[src/hdl/object_graphics_pkg.sv]
package object_graphics_pkg;

  // line timing in colour clocks
  localparam logic [7:0] LINE_CLOCKS    = 8'h00E4;
  localparam logic [7:0] BLANK_CLOCKS   = 8'h0044;
  localparam logic [7:0] VISIBLE_CLOCKS = 8'h00A0;
  localparam logic [7:0] HALF_CLOCKS    = 8'h0050;
  localparam logic [5:0] FIELD_BITS     = 6'h14;

  // register word indices (byte address = 4 * index)
  localparam logic [4:0] IDX_FIELD_CONTROL = 5'h00;
  localparam logic [4:0] IDX_FIELD0        = 5'h01;
  localparam logic [4:0] IDX_FIELD1        = 5'h02;
  localparam logic [4:0] IDX_FIELD2        = 5'h03;
  localparam logic [4:0] IDX_COPIES_SIZE0  = 5'h04;
  localparam logic [4:0] IDX_COPIES_SIZE1  = 5'h05;
  localparam logic [4:0] IDX_MIRROR0       = 5'h06;
  localparam logic [4:0] IDX_MIRROR1       = 5'h07;
  localparam logic [4:0] IDX_GRAPHICS0     = 5'h08;
  localparam logic [4:0] IDX_GRAPHICS1     = 5'h09;
  localparam logic [4:0] IDX_MISSILE0_ON   = 5'h0A;
  localparam logic [4:0] IDX_MISSILE1_ON   = 5'h0B;
  localparam logic [4:0] IDX_BALL_ON       = 5'h0C;
  localparam logic [4:0] IDX_P0_DELAY      = 5'h0D;
  localparam logic [4:0] IDX_P1_DELAY      = 5'h0E;
  localparam logic [4:0] IDX_BALL_DELAY    = 5'h0F;
  localparam logic [4:0] IDX_M0_LOCK       = 5'h10;
  localparam logic [4:0] IDX_M1_LOCK       = 5'h11;
  localparam logic [4:0] IDX_SHIFT_BASE    = 5'h12;
  localparam logic [4:0] IDX_APPLY_SHIFT   = 5'h17;
  localparam logic [4:0] IDX_CLEAR_SHIFT   = 5'h18;
  localparam logic [4:0] IDX_RESET_BASE    = 5'h19;
  localparam logic [4:0] IDX_WAIT_LINE     = 5'h1E;
  localparam logic [4:0] IDX_STATUS        = 5'h1F;

  // object numbering for shift and reset blocks
  localparam int OBJ_P0 = 0;
  localparam int OBJ_P1 = 1;
  localparam int OBJ_M0 = 2;
  localparam int OBJ_M1 = 3;
  localparam int OBJ_BL = 4;
  localparam int OBJECTS = 5;

  // field positions
  localparam int CTRL_REFLECT  = 0;
  localparam int CTRL_SCORE    = 1;
  localparam int CTRL_PRIORITY = 2;
  localparam int SIZE_LO       = 4;
  localparam int MIRROR_BIT    = 3;
  localparam int ON_BIT        = 1;
  localparam int LOCK_BIT      = 1;
  localparam int DELAY_BIT     = 0;
  localparam int STAT_BLANK    = 8;
  localparam int STAT_WAIT     = 9;

  // copy decodes of the position counters
  localparam logic [7:0] COPY_CLOSE  = 8'h10;
  localparam logic [7:0] COPY_MEDIUM = 8'h20;
  localparam logic [7:0] COPY_WIDE   = 8'h40;
  localparam logic [7:0] CENTRE_BASE = 8'h04;

  localparam logic [7:0] REG_RESET = 8'h00;
  localparam logic [1:0] RESP_OKAY   = 2'h0;
  localparam logic [1:0] RESP_SLVERR = 2'h2;

  typedef struct packed {
    logic playfield;
    logic player0;
    logic player1;
    logic missile0;
    logic missile1;
    logic ball;
  } pixels_s;

  typedef struct packed {
    logic playfield;
    logic player1;
    logic player0;
    logic background;
  } select_s;

endpackage

[src/hdl/tv_object_graphics.sv]
`timescale 1ns/1ns
`default_nettype none

module tv_object_graphics #(
  parameter int ADDR_WIDTH = 12
) (
  // clock and reset
  input  wire logic                              sys_clk,
  input  wire logic                              reset,
  // axi4-lite write
  input  wire logic [ADDR_WIDTH-1:0]             s_axi_awaddr,
  input  wire logic                              s_axi_awvalid,
  output var  logic                              s_axi_awready,
  input  wire logic [31:0]                       s_axi_wdata,
  input  wire logic [3:0]                        s_axi_wstrb,
  input  wire logic                              s_axi_wvalid,
  output var  logic                              s_axi_wready,
  output var  logic [1:0]                        s_axi_bresp,
  output var  logic                              s_axi_bvalid,
  input  wire logic                              s_axi_bready,
  // axi4-lite read
  input  wire logic [ADDR_WIDTH-1:0]             s_axi_araddr,
  input  wire logic                              s_axi_arvalid,
  output var  logic                              s_axi_arready,
  output var  logic [31:0]                       s_axi_rdata,
  output var  logic [1:0]                        s_axi_rresp,
  output var  logic                              s_axi_rvalid,
  input  wire logic                              s_axi_rready,
  // video side
  output var  object_graphics_pkg::pixels_s      object_pixels,
  output var  object_graphics_pkg::select_s      color_select,
  output var  logic                              line_blank
);

  ////////////////////////////////////////////////////////////////////////////
  // bus slave

  logic [7:0]            regs [32];
  logic                  aw_held;
  logic                  w_held;
  logic [ADDR_WIDTH-1:0] aw_addr;
  logic [7:0]            w_data;
  logic                  w_lane0;
  logic                  next_aw_held;
  logic                  next_w_held;
  logic                  next_bvalid;
  logic                  next_rvalid;
  logic                  do_write;
  logic [ADDR_WIDTH-1:0] wr_addr;
  logic [7:0]            wr_data;
  logic                  wr_lane0;
  logic [4:0]            wr_idx;
  logic                  wr_mapped;
  logic                  ar_take;
  logic [7:0]            hcount;
  logic                  wait_flag;

  always_comb
  begin
    wr_addr  = (s_axi_awvalid && s_axi_awready) ? s_axi_awaddr : aw_addr;
    wr_data  = (s_axi_wvalid && s_axi_wready) ? s_axi_wdata[7:0] : w_data;
    wr_lane0 = (s_axi_wvalid && s_axi_wready) ? s_axi_wstrb[0] : w_lane0;
    next_aw_held = aw_held || (s_axi_awvalid && s_axi_awready);
    next_w_held  = w_held || (s_axi_wvalid && s_axi_wready);
    do_write = next_aw_held && next_w_held && !s_axi_bvalid;
    if (do_write)
    begin
      next_aw_held = 1'b0;
      next_w_held  = 1'b0;
    end
    next_bvalid = do_write || (s_axi_bvalid && !s_axi_bready);
    ar_take     = s_axi_arvalid && s_axi_arready;
    next_rvalid = ar_take || (s_axi_rvalid && !s_axi_rready);
    wr_idx      = wr_addr[6:2];
    wr_mapped   = (wr_addr >> 7) == '0;
  end

  always_ff @(posedge sys_clk or posedge reset)
  begin
    if (reset)
    begin
      aw_held       <= 1'b0;
      w_held        <= 1'b0;
      aw_addr       <= '0;
      w_data        <= 8'h0000;
      w_lane0       <= 1'b0;
      s_axi_awready <= 1'b0;
      s_axi_wready  <= 1'b0;
      s_axi_bvalid  <= 1'b0;
      s_axi_bresp   <= object_graphics_pkg::RESP_OKAY;
    end
    else
    begin
      aw_held       <= next_aw_held;
      w_held        <= next_w_held;
      s_axi_awready <= !next_aw_held && !next_bvalid;
      s_axi_wready  <= !next_w_held && !next_bvalid;
      s_axi_bvalid  <= next_bvalid;
      if (s_axi_awvalid && s_axi_awready)
        aw_addr <= s_axi_awaddr;
      if (s_axi_wvalid && s_axi_wready)
      begin
        w_data  <= s_axi_wdata[7:0];
        w_lane0 <= s_axi_wstrb[0];
      end
      if (do_write)
        s_axi_bresp <= wr_mapped ? object_graphics_pkg::RESP_OKAY : object_graphics_pkg::RESP_SLVERR;
    end
  end

  always_ff @(posedge sys_clk or posedge reset)
  begin
    if (reset)
    begin
      s_axi_arready <= 1'b0;
      s_axi_rvalid  <= 1'b0;
      s_axi_rdata   <= 32'h0000_0000;
      s_axi_rresp   <= object_graphics_pkg::RESP_OKAY;
    end
    else
    begin
      s_axi_arready <= !next_rvalid;
      s_axi_rvalid  <= next_rvalid;
      if (ar_take)
      begin
        s_axi_rdata <= 32'h0000_0000;
        s_axi_rresp <= object_graphics_pkg::RESP_OKAY;
        if ((s_axi_araddr >> 7) != '0)
          s_axi_rresp <= object_graphics_pkg::RESP_SLVERR;
        else if (s_axi_araddr[6:2] == object_graphics_pkg::IDX_STATUS)
        begin
          s_axi_rdata[7:0] <= hcount;
          s_axi_rdata[object_graphics_pkg::STAT_BLANK] <= hcount < object_graphics_pkg::BLANK_CLOCKS;
          s_axi_rdata[object_graphics_pkg::STAT_WAIT]  <= wait_flag;
        end
        else
          s_axi_rdata[7:0] <= regs[s_axi_araddr[6:2]];
      end
    end
  end

  // strobe decode, qualified only by address
  logic                                   write_hit;
  logic [object_graphics_pkg::OBJECTS-1:0] pos_reset;
  logic                                   apply_shift_strobe;
  logic                                   clear_shift_strobe;
  logic                                   wait_line_strobe;

  always_comb
  begin
    write_hit = do_write && wr_mapped;
    apply_shift_strobe = write_hit && wr_idx == object_graphics_pkg::IDX_APPLY_SHIFT;
    clear_shift_strobe = write_hit && wr_idx == object_graphics_pkg::IDX_CLEAR_SHIFT;
    wait_line_strobe   = write_hit && wr_idx == object_graphics_pkg::IDX_WAIT_LINE;
    for (int k = 0; k < object_graphics_pkg::OBJECTS; k++)
      pos_reset[k] = write_hit && wr_idx == object_graphics_pkg::IDX_RESET_BASE + 5'(k);
  end

  logic [7:0] p0_delayed;
  logic [7:0] p1_delayed;
  logic       ball_delayed;

  always_ff @(posedge sys_clk or posedge reset)
  begin
    if (reset)
    begin
      for (int k = 0; k < 32; k++)
        regs[k] <= object_graphics_pkg::REG_RESET;
    end
    else
    begin
      if (write_hit && wr_lane0)
        regs[wr_idx] <= wr_data;
      if (clear_shift_strobe)
        for (int k = 0; k < object_graphics_pkg::OBJECTS; k++)
          regs[object_graphics_pkg::IDX_SHIFT_BASE + 5'(k)] <= 8'h0000;
    end
  end

  always_ff @(posedge sys_clk or posedge reset)
  begin
    if (reset)
    begin
      p0_delayed <= 8'h0000;
      p1_delayed <= 8'h0000;
    end
    else if (write_hit && wr_idx == object_graphics_pkg::IDX_GRAPHICS0)
      p1_delayed <= regs[object_graphics_pkg::IDX_GRAPHICS1];
    else if (write_hit && wr_idx == object_graphics_pkg::IDX_GRAPHICS1)
      p0_delayed <= regs[object_graphics_pkg::IDX_GRAPHICS0];
  end

  ////////////////////////////////////////////////////////////////////////////
  // line timing

  logic blank;
  logic [7:0] xpos;
  logic line_end;

  assign blank    = hcount < object_graphics_pkg::BLANK_CLOCKS;
  assign xpos     = hcount - object_graphics_pkg::BLANK_CLOCKS;
  assign line_end = hcount == object_graphics_pkg::LINE_CLOCKS - 8'h0001;

  always_ff @(posedge sys_clk or posedge reset)
  begin
    if (reset)
      hcount <= 8'h0000;
    else
      hcount <= line_end ? 8'h0000 : hcount + 8'h0001;
  end

  // set wins over the clear at the line end
  always_ff @(posedge sys_clk or posedge reset)
  begin
    if (reset)
      wait_flag <= 1'b0;
    else if (wait_line_strobe)
      wait_flag <= 1'b1;
    else if (line_end)
      wait_flag <= 1'b0;
  end

  // ball value of the previous line
  always_ff @(posedge sys_clk or posedge reset)
  begin
    if (reset)
      ball_delayed <= 1'b0;
    else if (line_end)
      ball_delayed <= regs[object_graphics_pkg::IDX_BALL_ON][object_graphics_pkg::ON_BIT];
  end

  ////////////////////////////////////////////////////////////////////////////
  // position counters, motion and serializers

  logic [7:0] pos    [object_graphics_pkg::OBJECTS];
  logic [5:0] scan   [object_graphics_pkg::OBJECTS];
  logic [5:0] width  [object_graphics_pkg::OBJECTS];
  logic [1:0] scale  [2];
  logic [object_graphics_pkg::OBJECTS-1:0] active;
  logic [object_graphics_pkg::OBJECTS-1:0] tick;
  logic [object_graphics_pkg::OBJECTS-1:0] start;
  logic [object_graphics_pkg::OBJECTS-1:0] locked;
  logic [object_graphics_pkg::OBJECTS-1:0] shown;
  logic [5:0]                              cur_scan [object_graphics_pkg::OBJECTS];

  genvar gi;
  generate
    for (gi = 0; gi < object_graphics_pkg::OBJECTS; gi++)
    begin : g_obj
      localparam int PLAYER = gi % 2;
      logic signed [3:0] motion;
      logic [7:0]        nus;
      logic [7:0]        centre;
      logic [8:0]        lock_sum;

      assign nus    = regs[object_graphics_pkg::IDX_COPIES_SIZE0 + 5'(PLAYER)];
      assign centre = object_graphics_pkg::CENTRE_BASE << scale[PLAYER];
      assign lock_sum = {1'b0, pos[PLAYER]} + {1'b0, object_graphics_pkg::VISIBLE_CLOCKS} - {1'b0, centre};
      // visible clocks, plus or minus motion clocks
      assign tick[gi] = (!blank && motion >= 0) || (blank && motion > 0);
      // first pixel shows in the decode cycle, so a reset in blank lands on the left edge
      assign shown[gi]    = (tick[gi] && start[gi]) || active[gi];
      assign cur_scan[gi] = (tick[gi] && start[gi]) ? 6'h00 : scan[gi];

      always_comb
      begin
        locked[gi] = 1'b0;
        if (gi == object_graphics_pkg::OBJ_BL)
        begin
          width[gi] = 6'h01 << regs[object_graphics_pkg::IDX_FIELD_CONTROL][5:4];
          start[gi] = pos[gi] == 8'h0000;
        end
        else
        begin
          // copy decodes shared by player and missile
          start[gi] = pos[gi] == 8'h0000
            || (pos[gi] == object_graphics_pkg::COPY_CLOSE && (nus[2:0] == 3'h1 || nus[2:0] == 3'h3))
            || (pos[gi] == object_graphics_pkg::COPY_MEDIUM
                && (nus[2:0] == 3'h2 || nus[2:0] == 3'h3 || nus[2:0] == 3'h6))
            || (pos[gi] == object_graphics_pkg::COPY_WIDE && (nus[2:0] == 3'h4 || nus[2:0] == 3'h6));
          if (gi < object_graphics_pkg::OBJ_M0)
            width[gi] = 6'h08 << scale[PLAYER];
          else
          begin
            width[gi] = 6'h01 << nus[5:4];
            locked[gi] = regs[object_graphics_pkg::IDX_M0_LOCK + 5'(PLAYER)][object_graphics_pkg::LOCK_BIT];
          end
        end
      end

      // signed motion loaded only on apply
      always_ff @(posedge sys_clk or posedge reset)
      begin
        if (reset)
          motion <= 4'sh0;
        else if (apply_shift_strobe)
          motion <= signed'(regs[object_graphics_pkg::IDX_SHIFT_BASE + 5'(gi)][7:4]);
        else if (blank && motion > 0)
          motion <= motion - 4'sh1;
        else if (!blank && motion < 0)
          motion <= motion + 4'sh1;
      end

      always_ff @(posedge sys_clk or posedge reset)
      begin
        if (reset)
          pos[gi] <= 8'h0000;
        else if (pos_reset[gi])
          pos[gi] <= 8'h0000;
        else if (locked[gi])
          pos[gi] <= lock_sum >= {1'b0, object_graphics_pkg::VISIBLE_CLOCKS}
            ? 8'(lock_sum - {1'b0, object_graphics_pkg::VISIBLE_CLOCKS}) : lock_sum[7:0];
        else if (tick[gi])
          pos[gi] <= pos[gi] == object_graphics_pkg::VISIBLE_CLOCKS - 8'h0001 ? 8'h0000 : pos[gi] + 8'h0001;
      end

      // scan runs only after a start decode
      always_ff @(posedge sys_clk or posedge reset)
      begin
        if (reset)
        begin
          active[gi] <= 1'b0;
          scan[gi]   <= 6'h00;
        end
        else if (tick[gi] && start[gi])
        begin
          active[gi] <= width[gi] != 6'h01;
          scan[gi]   <= 6'h01;
        end
        else if (tick[gi] && active[gi])
        begin
          scan[gi]   <= scan[gi] + 6'h01;
          active[gi] <= scan[gi] != width[gi] - 6'h01;
        end
      end
    end
  endgenerate

  always_comb
  begin
    for (int k = 0; k < 2; k++)
    begin
      case (regs[object_graphics_pkg::IDX_COPIES_SIZE0 + 5'(k)][2:0])
        3'h5:    scale[k] = 2'h1;
        3'h7:    scale[k] = 2'h2;
        default: scale[k] = 2'h0;
      endcase
    end
  end

  ////////////////////////////////////////////////////////////////////////////
  // pixels and priority

  logic [19:0] field_vec;
  logic [5:0]  field_cell;
  logic [4:0]  field_bit;
  logic [7:0]  gfx [2];
  logic [2:0]  bit_pos [2];
  object_graphics_pkg::pixels_s pix;
  object_graphics_pkg::select_s next_select;
  logic        left_half;
  logic        field_any;

  always_comb
  begin
    // field bits 4, 8, 8 left to right
    field_vec[3:0]   = regs[object_graphics_pkg::IDX_FIELD0][7:4];
    for (int k = 0; k < 8; k++)
      field_vec[4 + k] = regs[object_graphics_pkg::IDX_FIELD1][7 - k];
    field_vec[19:12] = regs[object_graphics_pkg::IDX_FIELD2];
    field_cell = xpos[7:2];
    left_half  = xpos < object_graphics_pkg::HALF_CLOCKS;
    // left scan, then repeat or mirror
    if (left_half)
      field_bit = field_cell[4:0];
    else if (regs[object_graphics_pkg::IDX_FIELD_CONTROL][object_graphics_pkg::CTRL_REFLECT])
      field_bit = 5'(6'h27 - field_cell);
    else
      field_bit = 5'(field_cell - object_graphics_pkg::FIELD_BITS);
    pix.playfield = !blank && field_vec[field_bit];

    for (int k = 0; k < 2; k++)
    begin
      gfx[k] = regs[object_graphics_pkg::IDX_P0_DELAY + 5'(k)][object_graphics_pkg::DELAY_BIT]
        ? (k == 0 ? p0_delayed : p1_delayed) : regs[object_graphics_pkg::IDX_GRAPHICS0 + 5'(k)];
      bit_pos[k] = 3'(cur_scan[k] >> scale[k]);
    end
    pix.player0 = shown[0] && gfx[0][regs[object_graphics_pkg::IDX_MIRROR0][object_graphics_pkg::MIRROR_BIT]
      ? bit_pos[0] : 3'h7 - bit_pos[0]];
    pix.player1 = shown[1] && gfx[1][regs[object_graphics_pkg::IDX_MIRROR1][object_graphics_pkg::MIRROR_BIT]
      ? bit_pos[1] : 3'h7 - bit_pos[1]];
    // missile on bit and lock hide
    pix.missile0 = shown[2] && !locked[2] && regs[object_graphics_pkg::IDX_MISSILE0_ON][object_graphics_pkg::ON_BIT];
    pix.missile1 = shown[3] && !locked[3] && regs[object_graphics_pkg::IDX_MISSILE1_ON][object_graphics_pkg::ON_BIT];
    // ball enable, optionally a line late
    pix.ball = shown[4] && (regs[object_graphics_pkg::IDX_BALL_DELAY][object_graphics_pkg::DELAY_BIT]
      ? ball_delayed : regs[object_graphics_pkg::IDX_BALL_ON][object_graphics_pkg::ON_BIT]);

    next_select = '0;
    field_any   = pix.playfield || pix.ball;
    if (field_any && regs[object_graphics_pkg::IDX_FIELD_CONTROL][object_graphics_pkg::CTRL_PRIORITY])
      next_select.playfield = 1'b1;
    else if (pix.player0 || pix.missile0)
      next_select.player0 = 1'b1;
    else if (pix.player1 || pix.missile1)
      next_select.player1 = 1'b1;
    else if (field_any)
      next_select.playfield = 1'b1;
    else
      next_select.background = 1'b1;
    // score colours on field pixels only
    if (next_select.playfield && pix.playfield && !pix.ball
        && regs[object_graphics_pkg::IDX_FIELD_CONTROL][object_graphics_pkg::CTRL_SCORE])
    begin
      next_select.playfield = 1'b0;
      next_select.player0   = left_half;
      next_select.player1   = !left_half;
    end
  end

  always_ff @(posedge sys_clk or posedge reset)
  begin
    if (reset)
    begin
      object_pixels <= '0;
      color_select  <= '{background: 1'b1, default: 1'b0};
      line_blank    <= 1'b1;
    end
    else
    begin
      object_pixels <= pix;
      color_select  <= next_select;
      line_blank    <= blank;
    end
  end

endmodule

`default_nettype wire

[config.mk]
export PLATFORM = sky130hd
export DESIGN_NAME = tv_object_graphics
export DESIGN_NICKNAME = d
export VERILOG_FILES = /design/src/hdl/object_graphics_pkg.sv /design/src/hdl/tv_object_graphics.sv
export SDC_FILE = /design/constraint.sdc
export NUM_CORES = 1
export LEC_CHECK = 0
export ABC_AREA = 0
export BUFFER_PORTS_ARGS = -buffer_cell sky130_fd_sc_hd__buf_2
export CAP_MARGIN = 20
export CORE_MARGIN = 10
export CORE_UTILIZATION = 40
export CTS_CLUSTER_DIAMETER = 50
export DETAILED_ROUTE_END_ITERATION = 10
export GPL_TIMING_DRIVEN = 0
export HOLD_SLACK_MARGIN = 0.1
export PLACE_DENSITY_LB_ADDON = 0.15
export SLEW_MARGIN = 10
export SYNTH_ARGS = -nofsm -noshare
export SYNTH_HDL_FRONTEND = slang
export SYNTH_SLANG_ARGS = --single-unit
[constraint.sdc]
create_clock -name sys_clk -period 30.8 [get_ports sys_clk]
set_clock_uncertainty 0.1 [all_clocks]
set_input_delay 3.08 -clock sys_clk [delete_from_list [all_inputs] [get_ports sys_clk]]
set_output_delay 3.08 -clock sys_clk [all_outputs]
set_load 0.02 [all_outputs]
Yosys cells after proc, flatten, opt, wreduce, memory -nomap -nowiden:

Cells that the tools add are included.

* register bits: 430
* logic and storage cells: 457

* muxes and demuxes: 103
* bitwise logic cells: 3
* add/subtract/negate cells: 37
* $lt $le $gt $ge: 25
* equal/unequal tests: 53
* shift-type cells: 9
* reduce and logical (&&, ||, !) cells: 145

Operators by type and width (count)
* 256-bit bitwise mux: 1
* 8-bit two-way mux: 27
* 112-bit two-way mux: 1
* 6-bit two-way mux: 12
* 1-bit logical AND: 71
* 4-bit two-way mux: 15
* 8-bit by 1-bit adder with 8-bit output (second input constant): 6
* 8-bit equality test (second input constant): 6
* 5-bit equality test (second input constant): 9
* 8-bit binary-select mux with 5-bit select: 1
* 8-bit demux with 5-bit select: 1
* 8-bit logical NOT: 5
* 40-bit two-way mux: 1
* 1-bit logical OR: 37
* 8-bit by 5-bit equality test with 1-bit output (second input constant): 4
* 8-bit by 6-bit equality test with 1-bit output (second input constant): 4
* 8-bit by 7-bit equality test with 1-bit output (second input constant): 4
* 6-bit by 1-bit adder with 6-bit output (second input constant): 5
* 6-bit by 1-bit inequality test with 1-bit output (second input constant): 5
* 6-bit inequality test: 5
* 6-bit by 1-bit subtractor with 6-bit output (second input constant): 5
* 1-bit two-way mux: 27
* 3-bit equality test (second input constant): 8
* 3-bit nonzero test: 7
* other kinds (40): 108

Logic depth before layout (Yosys ltp):

* word-level depth: 22
* depth in mapped cells: 16
* depth with buffers taken out: 14

Worst setup path after synthesis:

Ideal clock, no wire load.

* kind: input to register
* from: input s_axi_awvalid
* to: register regs (netlist bit locked[3])
* library setup time: 78 ps
* data required time: 30622 ps
* stages on the path: 10
* setup slack: 25204 ps
* arrival time: 5418 ps
* path through: nand2_1 buf_2 mux2i_1 inv_1 nor2_1 nand2_1 nor4_1 clkbuf_1 nor2_1 a21oi_1

* word-level cells in the longest chain between the ends: 8
* elaborated cells between the ends (all ways): 15
* classes of those cells: 2 x order compare; 4 x mux; 1 x bitwise; 8 x reduce/logical

Ends and longest elaborated chain
* start, declared: RTL line tv_object_graphics.sv:12 `input wire logic s_axi_awvalid,`
* 1-bit logical AND (*): RTL line tv_object_graphics.sv:60 `wr_addr = (s_axi_awvalid && s_axi_awready) ? s_axi_awaddr : aw_addr;`
* 12-bit two-way mux (*)
* named net wr_addr[3]: RTL line tv_object_graphics.sv:49 `logic [ADDR_WIDTH-1:0] wr_addr;`
* 5-bit NOT with 6-bit output (not written as such) (*): RTL line tv_object_graphics.sv:173 `regs[wr_idx] <= wr_data;`
* 6-bit >= comparator (not written as such) or 6-bit by 1-bit less-than comparator with 1-bit output (tied branches): RTL line tv_object_graphics.sv:173
* 1-bit logical AND (not written as such): RTL line tv_object_graphics.sv:173
* 8-bit two-way mux (not written as such): RTL line tv_object_graphics.sv:173
* 8-bit demux with 5-bit select (*): RTL line tv_object_graphics.sv:173
* 256-bit bitwise mux (*): RTL line tv_object_graphics.sv:173
* end signal, assigned by index: RTL line tv_object_graphics.sv:168 `regs[k] <= object_graphics_pkg::REG_RESET;`
* end signal, assigned by index: RTL line tv_object_graphics.sv:173
* end, declared: RTL line tv_object_graphics.sv:38 `logic [7:0] regs [32];`

Mark *: on every way through the listed nets, which the timed path passes. The rest lies on a longest branch.
A chain may end at the register's enable or synchronous reset.

Final worst setup path:

* from: input s_axi_awvalid
* to: register regs[48] (netlist bit)

Same word-level chain as after synthesis.

==> flow_summary.toml <==
[worst_setup_path]
path_class = "primary input to flop"
r2r-start = "hcount[2]"
critical-path-max-stage-delay_ns = 0.79
crit_start = "s_axi_awvalid"
cp.buffers_inverters = 4
crit_slowest_cell = "nor2_1"
cpLargestDelayFamily = "simple AND/OR/NAND/NOR gates"
cp.arrival_ns = 6.84
cp_common_cell = "nand2_1"
cp-end-kind = "flop"
crit_required_ns = 31.16
crit_path_max_fanout = 10
startpoint_type = "primary input"
crit_path_cell_trace = "buf_2, nand2_1, buf_2, mux2i_1, inv_1, nor2_1, nand2_1, nor2_1, nand2_1, clkbuf_1, nand2_1, o21ai_0"

[timing]
finalCriticalPeriod_ns = 6.479
holdWs_ns = 0.3808
maxSlewViolCount = 0
fmax_mhz = 154.3
tightest_slew_ns = 1.114
rsz0062_at_grt = "false"
hold_viol = 0
relSlewSlack_pct = 25.15
setup_slack_ns = 24.32
finalCritPeriodShare_pct = 21.04
setup_tns_ns = 0
finalSetupViolCount = 0

[placed_design]
post-place-ws_ns = 23.73
placed_cells = 3134
placed_area_sq_um = 23940
portBuffers = 61
hpwl_mm = 50.07
globalplace.congestion = 0.9360

[synth]
syn_inst = 2292
ys_seq_area_share_pct = 47.51
synth_edf_count = 0
synth_seq_cells = 426
synth.avg_cell_area_sq_um = 9.791
ys_dominant_reg_cell = "dfrtp_1"
syn_area_sq_um = 22440
synth_cell_types = 83
synthArstFlopShare_pct = 100.0
ys.warnings.count = 0

[clock_tree]
clkTransAtPathRegs_ns = 0.06
cts_tree = "yes"
clk_path_buf_depth = 3
cts_sinks = 426
root_buffer = "clkbuf_16"
clock_latency_ns = 0.62
cts_resized = 0
hold_buffers = 0
cts_setup_buffers = 0
cts_buffers = 56
htree_levels = 2

[detailed_routing]
viasPerCell = 5.584
drtPass1Iterations = 6
drt_iter0_markers = 1582
wl_mm = 69.75
drc_errors = 0
drtAntennaViolNets = 0
wire_per_inst_um = 21.49
vias = 18120

[global_route]
grt_usage_pct = 20.83
grt-ovfl-total = 0
grt_max_degree = 116
grt_pass1_wl_mm = 107.6
antenna_found_initial = 3
grt_pass1_vias = 18060

[layout]
final_cell_count_no_fill = 3245
finalInstanceArea_sq_um = 25970
multi_input_area_sq_um = 10860
area_growth_pct = 15.71
final_nets = 2581
fillers = 5281
regArea_sq_um = 10660
drive_gt1_share_pct = 12.87

[die]
dieArea_sq_um = 65980
core_area_sq_um = 55310
die_h_um = 256.9
rows = 86
ios = 119
die_w_um = 256.9
initial_core_util_pct = 40.58

[worst_hold_path]
hold_start = "regs[147]"
hold_path_class = "flop to flop"

[power]
power_density_nw_per_um2 = 71.03
vdd_drop_max_mv = 0.07571
leakagePower_nw = 11.74

[status]
outcome = "finished clean"

[job]
drv_cap = 0
## flip-flops by register name, summed over array words and instances, names as in the netlist, 2 cells and up
register       count
field_vec         20
w_data             8
color_select       4
regs             218
pos               40
object_pixels      6
locked             2
s_axi_rdata       10
aw_addr           10
active             5
p1_delayed         8
scan              30
hcount             8
p0_delayed         8
g_obj.nus         16
g_obj.motion      20
## through the flow
step	utilization [%]	power (mW)
after floorplan	-	0.9879
final	46.95	1.845
after detailed placement	43.29	1.158
after global placement	42.99	1.142
after global routing	46.95	1.939
after CTS	46.86	1.850
## where the power goes
group	total [mW]	switching (mW)	internal (mW)	leakage [nW]
clock	0.687	0.273	0.414	0.957
combinational	0.485	0.325	0.160	5.17
sequential	0.673	0.0529	0.620	5.61
## cell families (layout without fill, tap and decap cells)
logic type / count (synthesis) / count (layout) / share of synthesized area, %
AND/OR/NAND/NOR: 717 / 717 / 14.19
AO/OA/AOI/OAI: 585 / 585 / 15.30
flip-flops: 426 / 426 / 47.51
buffers and inverters: 237 / 415 / 4.550
multiplexers: 185 / 185 / 11.55
XOR/XNOR: 76 / 76 / 3.083
adder cells (fa/ha/maj): 65 / 65 / 3.791
other: 1 / 28 / 0.01671
## path summary, 6_finish.rpt
check	end	slack (ns)	cells after the start
max	regs[48]	24.32	12
min	regs[147]	0.38	2
max reg2reg	color_select[1]	25.95	15
min reg2reg	regs[147]	0.38	2
max in group asynchronous	object_pixels[0]	26.86	4
min in group asynchronous	aw_addr[10]	2.36	2
## cells in the final DEF, fill, tap and decap left out, types with 10 or more instances in the layout
| cell | instances |
|---|---|
| nor3_1 | 53 |
| o221ai_1 | 12 |
| a211oi_1 | 17 |
| a21oi_1 | 228 |
| conb_1 | 26 |
| o22ai_1 | 12 |
| a31oi_1 | 26 |
| inv_1 | 84 |
| buf_4 | 26 |
| buf_1 | 11 |
| o21ai_0 | 190 |
| nand4_1 | 21 |
| clkbuf_1 | 112 |
| nand2b_1 | 15 |
| buf_2 | 67 |
| a22o_1 | 10 |
| mux4_2 | 56 |
| and2_1 | 11 |
| nand3_1 | 57 |
| and3_1 | 16 |
| nand2_1 | 209 |
| clkbuf_16 | 56 |
| ha_1 | 60 |
| nor2_1 | 281 |
| mux2i_1 | 97 |
| xnor2_1 | 36 |
| a21o_1 | 19 |
| dfrtp_1 | 424 |
| xor2_1 | 38 |
| mux2_2 | 32 |
## layout make-up
cell class / instances / share of cell area [%]
diodes: 2 / 0.01927
plain buffers: 150 / 2.674
clock buffers: 68 / 5.801
clock inverters: 36 / 1.797
inverters: 87 / 1.286
multi-input cells: 1654 / 41.83
flip-flops and latches: 426 / 41.06
well taps: 748 / 3.604
repair buffers: 74 / 1.923
## worst reg2reg max path, stage by stage, from the launching register on
cell       delay (ns)
dfrtp_1          0.39
buf_6            0.15
inv_1            0.26
ha_1             0.25
nor3b_4          0.27
o21bai_1         0.27
inv_2            0.27
clkbuf_1         0.82
a21o_1           0.34
nor2_1           0.17
a2111oi_0        0.62
o32ai_1          0.18
o41ai_1          0.12
clkbuf_2         0.24
nor2_1           0.06
o32ai_1          0.23
## routing by layer
metal | vias to the layer above | global-route usage [%] | routed length, um
met5 | - | 0 | 13
met4 | 2 | 7.691 | 2487
met3 | 140 | 4.042 | 4849
met2 | 619 | 33.38 | 32230
met1 | 8943 | 27.59 | 30170
li1 | 8416 | - | -
## synth_stat cells (11+ instances only)
cell	count	area [sq um]
dfrtp_1	424	10610
xor2_1	38	332.8
a21o_1	19	142.6
inv_1	85	319.1
and3_1	16	100.1
ha_1	60	750.7
nand3_1	57	285.3
o21ai_0	190	950.9
and2_1	11	68.82
nand2b_1	15	93.84
a211oi_1	17	127.6
o22ai_1	12	75.07
a31oi_1	26	162.7
a21oi_1	228	1141
o221ai_1	12	105.1
nand2_1	209	784.5
nand4_1	21	131.4
buf_4	25	187.7
mux4_2	56	1261
mux2_2	32	360.4
buf_1	11	41.29
xnor2_1	36	315.3
nor3_1	54	270.3
clkbuf_1	106	397.9
mux2i_1	97	970.9
nor2_1	281	1055
No activity file was read; power rests on OpenSTA's default activity.
